**src/verilog/typec_cc_cfg.svh**
```systemverilog
// constants for the type-c cc attach, role and orientation block
// assumes a 250 MHz ref_clk and straps/cc levels from analog comparators
// Contract
// - after strap latch, address pin becomes connection flag if non-i2c or enabled
// - connection flag high while connected, low otherwise
// - i2c mode: interrupt pulled low at attach, detach or current change, released after a status read
// - non-i2c mode: interrupt pin is audio flag, low for audio accessory
// - non-i2c: current code 00 high, 10 medium, 11 default
// - role indicator low when host sees a valid device partner
// - orientation select low for cc2, high for cc1 or no detection
// - role strap picks host, dual or device; software may override in i2c mode
// - address strap mid: role strap followed at any time
// - address strap mid at latch: pins act as audio flag and current code
// - host current level chosen by register, default after power-up
// - both cc lines watched; device partner or powered cable reported
// - cable-connected bit cleared when nothing is attached
// - interrupt raised at attach, detach and partner current change
// - device role: host current stored in status and shown at pins in non-i2c mode
// - orientation resolved from which cc line carries the partner
// - audio and debug accessories found; termination per cc line reported
// - address strap high gives address 0x7a, low gives 0x3a
// - i2c mode: role strap sampled once; later changes by software
// - mode field 00 device, 01 host, 10 dual; reset from strap
// - current field 00 default, 01 medium, 10 high, 11 reserved
`ifndef TYPEC_CC_CFG_SVH
`define TYPEC_CC_CFG_SVH
`define REF_CLK_PERIOD_PS 4000
`define STRAP_LATCH_NS 10000
`define STRAP_LATCH_CYCLES ((`STRAP_LATCH_NS * 1000 + `REF_CLK_PERIOD_PS - 1) / `REF_CLK_PERIOD_PS)
`define MODE_DEVICE 2'h0
`define MODE_HOST 2'h1
`define MODE_DUAL 2'h2
`define CUR_DEFAULT 2'h0
`define CUR_MEDIUM 2'h1
`define CUR_HIGH 2'h2
`define CUR_RESERVED 2'h3
`define PIN_CUR_HIGH 2'h0
`define PIN_CUR_MEDIUM 2'h2
`define PIN_CUR_DEFAULT 2'h3
`define TERM_OPEN 3'h0
`define TERM_RA 3'h1
`define TERM_RD 3'h2
`define TERM_RP_DEF 3'h3
`define TERM_RP_MED 3'h4
`define TERM_RP_HIGH 3'h5
`define I2C_ADDR_HI 8'h7a
`define I2C_ADDR_LO 8'h3a
`define CON_DIS_RESET 1'h1
`endif

```
**src/verilog/typec_cc_pkg.sv**
```systemverilog
// types shared by the cc detect block and its bench
// assumes typec_cc_cfg.svh for the codes
package typec_cc_pkg;
	typedef enum logic [1:0] {st_strap, st_unattached, st_attached} attach_e;
	typedef struct packed {
		logic attached;
		logic host_att;
		logic dev_att;
		logic cable;
		logic audio;
		logic debug;
		logic orient_cc2;
		logic [1:0] current;
		logic [2:0] cc1_term;
		logic [2:0] cc2_term;
	} status_s;
	typedef struct packed {
		logic out;
		logic oe;
	} pin_s;
endpackage : typec_cc_pkg

```
**src/verilog/typec_cc_detect_indicate.sv**
```systemverilog
// cc attach, role, orientation and accessory logic with strap latch
// assumes comparator codes and strap levels arrive asynchronously
`timescale 1ns/100ps
`include "typec_cc_cfg.svh"
module typec_cc_detect_indicate #(
	parameter int unsigned LATCH_CYCLES = `STRAP_LATCH_CYCLES
) (
	input wire logic ref_clk,
	input wire logic rst_n,
	input wire logic [2:0] cc1_term_raw,
	input wire logic [2:0] cc2_term_raw,
	input wire logic adr_hi_raw,
	input wire logic adr_lo_raw,
	input wire logic role_hi_raw,
	input wire logic role_lo_raw,
	input wire logic mode_wr,
	input wire logic [1:0] mode_wdata,
	input wire logic rp_sel_wr,
	input wire logic [1:0] rp_sel_wdata,
	input wire logic con_dis_wr,
	input wire logic con_dis_wdata,
	input wire logic status_rd,
	output logic strap_done,
	output logic i2c_mode,
	output logic [7:0] i2c_addr,
	output logic [1:0] role_mode,
	output logic [1:0] rp_sel,
	output logic con_dis,
	output typec_cc_pkg::status_s status,
	output logic irq_pending,
	output typec_cc_pkg::pin_s adr_pin,
	output typec_cc_pkg::pin_s irq_pin,
	output typec_cc_pkg::pin_s cur0_pin,
	output typec_cc_pkg::pin_s cur1_pin,
	output typec_cc_pkg::pin_s role_indicator,
	output typec_cc_pkg::pin_s orientation_select
);

	function automatic logic is_rp(input logic [2:0] t);
		is_rp = (t == `TERM_RP_DEF) || (t == `TERM_RP_MED) || (t == `TERM_RP_HIGH);
	endfunction : is_rp

	function automatic logic [1:0] rp_code(input logic [2:0] t);
		case (t)
			`TERM_RP_MED: rp_code = `CUR_MEDIUM;
			`TERM_RP_HIGH: rp_code = `CUR_HIGH;
			default: rp_code = `CUR_DEFAULT;
		endcase
	endfunction : rp_code

	function automatic logic [1:0] strap_role(input logic hi, input logic lo);
		if (hi) begin
			strap_role = `MODE_HOST;
		end else if (lo) begin
			strap_role = `MODE_DEVICE;
		end else begin
			strap_role = `MODE_DUAL;
		end
	endfunction : strap_role

	// two-stage synchronisers; stage one feeds only stage two
	logic [9:0] sync1_reg;
	logic [9:0] sync2_reg;
	always_ff @(posedge ref_clk) begin
		if (!rst_n) begin
			sync1_reg <= 10'h000;
			sync2_reg <= 10'h000;
		end else begin
			sync1_reg <= {cc1_term_raw, cc2_term_raw, adr_hi_raw, adr_lo_raw,
				role_hi_raw, role_lo_raw};
			sync2_reg <= sync1_reg;
		end
	end
	logic [2:0] cc1_s;
	logic [2:0] cc2_s;
	logic adr_hi_s;
	logic adr_lo_s;
	logic role_hi_s;
	logic role_lo_s;
	assign {cc1_s, cc2_s, adr_hi_s, adr_lo_s, role_hi_s, role_lo_s} = sync2_reg;

	// strap latch timer; the synchroniser delay is small against it
	typec_cc_pkg::attach_e state_reg;
	logic [31:0] timer_reg;
	logic timer_done;
	assign timer_done = (timer_reg >= LATCH_CYCLES - 1);
	always_ff @(posedge ref_clk) begin
		if (!rst_n) begin
			timer_reg <= 32'h0000_0000;
		end else if (state_reg == typec_cc_pkg::st_strap && !timer_done) begin
			timer_reg <= timer_reg + 32'h0000_0001;
		end
	end

	logic latch_now;
	assign latch_now = (state_reg == typec_cc_pkg::st_strap) && timer_done;

	logic i2c_mode_reg;
	logic [7:0] i2c_addr_reg;
	always_ff @(posedge ref_clk) begin
		if (!rst_n) begin
			i2c_mode_reg <= 1'h0;
			i2c_addr_reg <= 8'h00;
		end else if (latch_now) begin
			i2c_mode_reg <= adr_hi_s || adr_lo_s;
			i2c_addr_reg <= adr_hi_s ? `I2C_ADDR_HI : `I2C_ADDR_LO;
		end
	end

	// partner detection from the synchronised terminations
	logic [1:0] mode_reg;
	logic host_ok;
	logic dev_ok;
	assign host_ok = (mode_reg == `MODE_HOST) || (mode_reg == `MODE_DUAL);
	assign dev_ok = (mode_reg == `MODE_DEVICE) || (mode_reg == `MODE_DUAL);

	typec_cc_pkg::status_s status_next;
	always_comb begin
		status_next = '0;
		status_next.cc1_term = cc1_s;
		status_next.cc2_term = cc2_s;
		status_next.audio = (cc1_s == `TERM_RA) && (cc2_s == `TERM_RA);
		status_next.debug = ((cc1_s == `TERM_RD) && (cc2_s == `TERM_RD) && host_ok)
			|| (is_rp(cc1_s) && is_rp(cc2_s) && dev_ok);
		status_next.host_att = host_ok && !status_next.debug
			&& ((cc1_s == `TERM_RD) ^ (cc2_s == `TERM_RD));
		status_next.cable = status_next.host_att
			&& ((cc1_s == `TERM_RA) || (cc2_s == `TERM_RA));
		status_next.dev_att = dev_ok && !status_next.debug
			&& !status_next.host_att && (is_rp(cc1_s) ^ is_rp(cc2_s));
		status_next.attached = status_next.host_att || status_next.dev_att
			|| status_next.audio || status_next.debug;
		if (status_next.host_att) begin
			status_next.orient_cc2 = (cc2_s == `TERM_RD);
		end else if (status_next.dev_att) begin
			status_next.orient_cc2 = is_rp(cc2_s);
		end
		if (status_next.dev_att) begin
			status_next.current = status_next.orient_cc2 ? rp_code(cc2_s)
				: rp_code(cc1_s);
		end
	end

	always_ff @(posedge ref_clk) begin
		if (!rst_n) begin
			state_reg <= typec_cc_pkg::st_strap;
		end else begin
			case (state_reg)
				typec_cc_pkg::st_strap: begin
					if (timer_done) begin
						state_reg <= typec_cc_pkg::st_unattached;
					end
				end
				typec_cc_pkg::st_unattached: begin
					if (status_next.attached) begin
						state_reg <= typec_cc_pkg::st_attached;
					end
				end
				typec_cc_pkg::st_attached: begin
					if (!status_next.attached) begin
						state_reg <= typec_cc_pkg::st_unattached;
					end
				end
				default: state_reg <= typec_cc_pkg::st_strap;
			endcase
		end
	end

	logic active;
	assign active = (state_reg != typec_cc_pkg::st_strap);

	typec_cc_pkg::status_s status_reg;
	always_ff @(posedge ref_clk) begin
		if (!rst_n) begin
			status_reg <= '0;
		end else if (active) begin
			status_reg <= status_next;
		end
	end

	// mode: strap at latch, then the live strap or software, by i2c mode
	always_ff @(posedge ref_clk) begin
		if (!rst_n) begin
			mode_reg <= `MODE_DEVICE;
		end else if (latch_now) begin
			mode_reg <= strap_role(role_hi_s, role_lo_s);
		end else if (active && !i2c_mode_reg) begin
			mode_reg <= strap_role(role_hi_s, role_lo_s);
		end else if (active && mode_wr && mode_wdata != 2'h3) begin
			mode_reg <= mode_wdata;
		end
	end

	// reserved current code is ignored so the source stays valid
	logic [1:0] rp_sel_reg;
	always_ff @(posedge ref_clk) begin
		if (!rst_n) begin
			rp_sel_reg <= `CUR_DEFAULT;
		end else if (rp_sel_wr && rp_sel_wdata != `CUR_RESERVED) begin
			rp_sel_reg <= rp_sel_wdata;
		end
	end

	logic con_dis_reg;
	always_ff @(posedge ref_clk) begin
		if (!rst_n) begin
			con_dis_reg <= `CON_DIS_RESET;
		end else if (con_dis_wr) begin
			con_dis_reg <= con_dis_wdata;
		end
	end

	// set wins over the clear of a read in the same cycle
	logic event_now;
	assign event_now = active && ((status_next.attached != status_reg.attached)
		|| (status_next.current != status_reg.current));
	logic irq_reg;
	always_ff @(posedge ref_clk) begin
		if (!rst_n) begin
			irq_reg <= 1'h0;
		end else if (event_now) begin
			irq_reg <= 1'h1;
		end else if (status_rd) begin
			irq_reg <= 1'h0;
		end
	end

	logic [1:0] pin_cur;
	always_comb begin
		case (status_reg.current)
			`CUR_HIGH: pin_cur = `PIN_CUR_HIGH;
			`CUR_MEDIUM: pin_cur = `PIN_CUR_MEDIUM;
			default: pin_cur = `PIN_CUR_DEFAULT;
		endcase
	end

	// open-drain pins drive low only, high from external pull-ups; adr_pin.out drives the connection flag both ways
	always_ff @(posedge ref_clk) begin
		if (!rst_n) begin
			adr_pin <= '0;
			irq_pin <= '0;
			cur0_pin <= '0;
			cur1_pin <= '0;
			role_indicator <= '0;
			orientation_select <= '0;
		end else begin
			adr_pin.oe <= active && (!i2c_mode_reg || !con_dis_reg);
			adr_pin.out <= status_reg.attached;
			irq_pin.out <= 1'h0;
			irq_pin.oe <= active && (i2c_mode_reg ? irq_reg
				: status_reg.audio);
			cur0_pin.out <= 1'h0;
			cur1_pin.out <= 1'h0;
			cur0_pin.oe <= active && !i2c_mode_reg && !pin_cur[0];
			cur1_pin.oe <= active && !i2c_mode_reg && !pin_cur[1];
			role_indicator.out <= 1'h0;
			role_indicator.oe <= status_reg.host_att;
			orientation_select.out <= 1'h0;
			orientation_select.oe <= status_reg.orient_cc2;
		end
	end

	assign strap_done = active;
	assign i2c_mode = i2c_mode_reg;
	assign i2c_addr = i2c_addr_reg;
	assign role_mode = mode_reg;
	assign rp_sel = rp_sel_reg;
	assign con_dis = con_dis_reg;
	assign status = status_reg;
	assign irq_pending = irq_reg;
endmodule : typec_cc_detect_indicate

```
**config.mk**
```make
export PLATFORM = sky130hd
export DESIGN_NAME = typec_cc_detect_indicate
export DESIGN_NICKNAME = d
export VERILOG_FILES = /design/src/verilog/typec_cc_pkg.sv /design/src/verilog/typec_cc_detect_indicate.sv
export VERILOG_INCLUDE_DIRS = /design/src /design/src/verilog
export SDC_FILE = /design/constraint.sdc
export NUM_CORES = 1
export LEC_CHECK = 0
export ABC_AREA = 1
export BUFFER_PORTS_ARGS = -buffer_cell sky130_fd_sc_hd__buf_2
export CORE_MARGIN = 2
export CORE_UTILIZATION = 42
export DETAILED_ROUTE_END_ITERATION = 8
export PLACE_DENSITY = 0.72
export RECOVER_POWER = 25
export SYNTH_ARGS = -nofsm -noshare
export SYNTH_HDL_FRONTEND = slang
export SYNTH_SLANG_ARGS = --single-unit
```
**constraint.sdc**
```tcl
create_clock -name ref_clk -period 1.96 [get_ports ref_clk]
set_input_delay 0.49 -clock ref_clk [delete_from_list [all_inputs] [get_ports ref_clk]]
set_output_delay 0.49 -clock ref_clk [all_outputs]
set_load 0.005 [all_outputs]
```
==> summary.txt <==
Slowest CP cell - dfxtp_1
Grt ovf - 0
Post-route DRC - 0
Setup crit start - role_mode[0]
Die Wd - 93.1 um
Ant. Diodes - 0
Longest Clk Path Bufs - 2
Reg-to-Reg Start - role_mode[0]
Drt via density - 4.58
Area of the multi-input gates - 1350 um2
Num ports - 64
H-tree depth - 3
CP arrival - 2.20 ns
Crit path max fanout - 3
Status - completed
CTS buffer count - 9
Final ANT Viol Nets - 0
Clk slew on worst S/H paths - 0.08 ns
Port bufs - 55
Largest net degree at the start of global routing - 38
Hold WC Path Type - in2reg
Clk sink count - 85
Seq/Total Area, Yosys - 0.511
Die Y - 93.1 um
Fin. Hold Viols - 0
Reg-to-Reg End - irq_pending
CP Data Required Time - 2.22 ns
FF+latch area - 1720 um2
Kind of end point of the critical path - flop
Commonest non-fill, non-tap cells in the layout - dfxtp_1, inv_1, nand2_1
Fin util - 0.534
Kind of critical path - reg2reg
Syn Area/Cell - 7.86 um2
Fillers - 750
Vias in the first global route - 2578
R2r setup slk - 0.02 ns
Synth warnings - 0
Max-slew headroom - 0.579
Post-synth EDFFs - 0
Layout cell share with drive strength beyond 1 - 0.273
Worst path top cell family by delay - simple AND/OR/NAND/NOR gates
Core area - 7690 um2
FMAX - 516 MHz
Cell Pwr Density - 767 nW/um2
Area delta synth->final - 23.2%
Top cell by count, worst path - nand2_1
Crit-path cells - inv_1 -> ha_1 -> nand2_1 -> a21boi_4 -> nand3_4 -> nand2_2 -> nand2_2 -> nand4_1 -> nand2_1 -> nor2_2 -> nand2_1 -> nand2_1 -> nand2_1
Clock Latency Late Sink - 0.35 ns
WP depth - 13
Initial antenna violation count - 0
Setup violations, final - 0
Initial Util - 0.433
Setup crit end - irq_pending
DR pass1 iterations - 4
DP Wirelength - 4610 um
Worst vdd ir - 0.000466 V
Final instance area - 4100 um2
Die area - 8660 um2
Cells on worst reg2reg path - 13
First-pass GRT wire length - 11100 um
Max FFs per register - 32
Leakage - 2.19 nW
TritonCTS clock tree - built
Total track usage - 0.162
Row cnt - 32
Crit path buf inv count - 1
Critical Path Max Stage Delay - 0.36 ns
Min Tclk post-route - 1.94 ns
Gpl congestion - 0.788
Most common cell after layout, fill and taps aside - dfxtp_1
Crit path launch type - flop
RSZ-0062 raised after global routing - yes
Worst-Margin Slew - 0.631 ns
Max-slew violation count - 0
Clock skew - 0.00877 ns
Share of synthesized registers carrying an async set or reset - 0
Root Buffer - clkbuf_8
Placed Area - 3680 um2
Final net count - 521
Drt total wl - 6860 um
Per-cell routed wire length - 11.4 um
Via count - 2752
Synth Instances - 424
Mapped Area - 3330 um2
Library cells used by synthesis - 37
Max-Cap Viols - 0
Synthesized flop and latch total - 85
DRT iter0 DRCs - 112
Post-synth top flop - dfxtp_1
Tcrit/Tclk final - 0.990
==> worst min-delay path by stage <==
stage / endpoint / slack [ns] / startpoint / cells after the start
finish: sync1_reg[7] / 0.31 / cc1_term_raw[0] / 3
global route: sync1_reg[7] / 0.31 / cc1_term_raw[0] / 3
CTS: sync1_reg[7] / 0.30 / cc1_term_raw[0] / 3
detailed placement: sync2_reg[6] / 0.40 / sync1_reg[6] / 2
global placement: sync2_reg[4] / 0.40 / sync1_reg[4] / 2
floorplan: sync2_reg[0] / 0.39 / sync1_reg[0] / 2
==> kinds of logic (layout without fill, tap and decap cells) <==
logic type	Yosys count	after routing	synth area share
xor gates and xnor gates	1	1	0.00263
buffers and inverters	100	168	0.127
adders and majority gates	6	6	0.0225
DFF	85	85	0.511
muxes	1	1	0.00338
AOI/OAI and AO/OA	57	57	0.0943
other	1	8	0.00113
and+or+nand+nor	173	173	0.239
==> cell type report <==
cell class,instances,share of cell area
Timing Repair Buffer,73,0.0994
Inverter,79,0.0747
Multi-Input combinational cell,246,0.330
Sequential cell,85,0.418
Clock buffer,12,0.0354
Clock inverter,4,0.0116
Tap cell,102,0.0311
==> per-layer routing <==
layer  vias up  wire length (um)  track usage
met1      1227              3050        0.196
met3        17               349       0.0355
met2        63              3320        0.267
met4         0               135       0.0919
met5         -                 0            0
li1       1445                 -            -
==> synthesized netlist by cell type (9+ instances only) <==
cell      instances  area (um2)
nor2_1           44         165
nand4_1           9        56.3
a21oi_1          25         125
nand2_1          72         270
o21ai_0          17        85.1
clkbuf_1         10        37.5
nand3_1          19        95.1
nor3_1           10        50.1
dfxtp_1          85        1700
inv_1            75         282
buf_4            11        82.6
==> metrics by stage <==
step	cells	power, W	hold WS, ns	setup TNS (ns)	setup slack (ns)
3_5_place_dp	573	0.00194	0.397	-0.0111	-0.0111
4_1_cts	596	0.00315	0.300	0	0.00261
3_3_place_gp	573	0.00193	0.397	0	0.0823
2_1_floorplan	431	0.00190	0.390	0	0.201
5_1_grt	601	0.00328	0.314	-0.139	-0.131
6_report	601	0.00315	0.311	0	0.0203
==> repair_timing <==
item / 4_1_cts / 5_1_grt
setup endpoints to repair: 1 / 4
pin swaps: 2 / 19
cloned: 0 / 0
buffers inserted: 7 / 8
resized for setup: 5 / 35
hold buffers: 0 / 0
==> worst reg2reg max path, cell delays in order, from the launching register on <==
cell and delay, ns:
dfxtp_1 0.36, inv_1 0.07, ha_1 0.33, nand2_1 0.13, a21boi_4 0.25, nand3_4 0.13, nand2_2 0.10, nand2_2 0.08
nand4_1 0.09, nand2_1 0.07, nor2_2 0.10, nand2_1 0.05, nand2_1 0.05, nand2_1 0.04
==> power breakdown <==
part | total (W) | switching, W | internal [W]
clock | 0.00121 | 0.000592 | 0.000620
combinational | 0.000167 | 0.0000967 | 0.0000699
sequential | 0.00177 | 0.0000152 | 0.00175
total | 0.00315 | 0.000704 | 0.00244
Note: power is estimated with default switching activity, not from simulation.
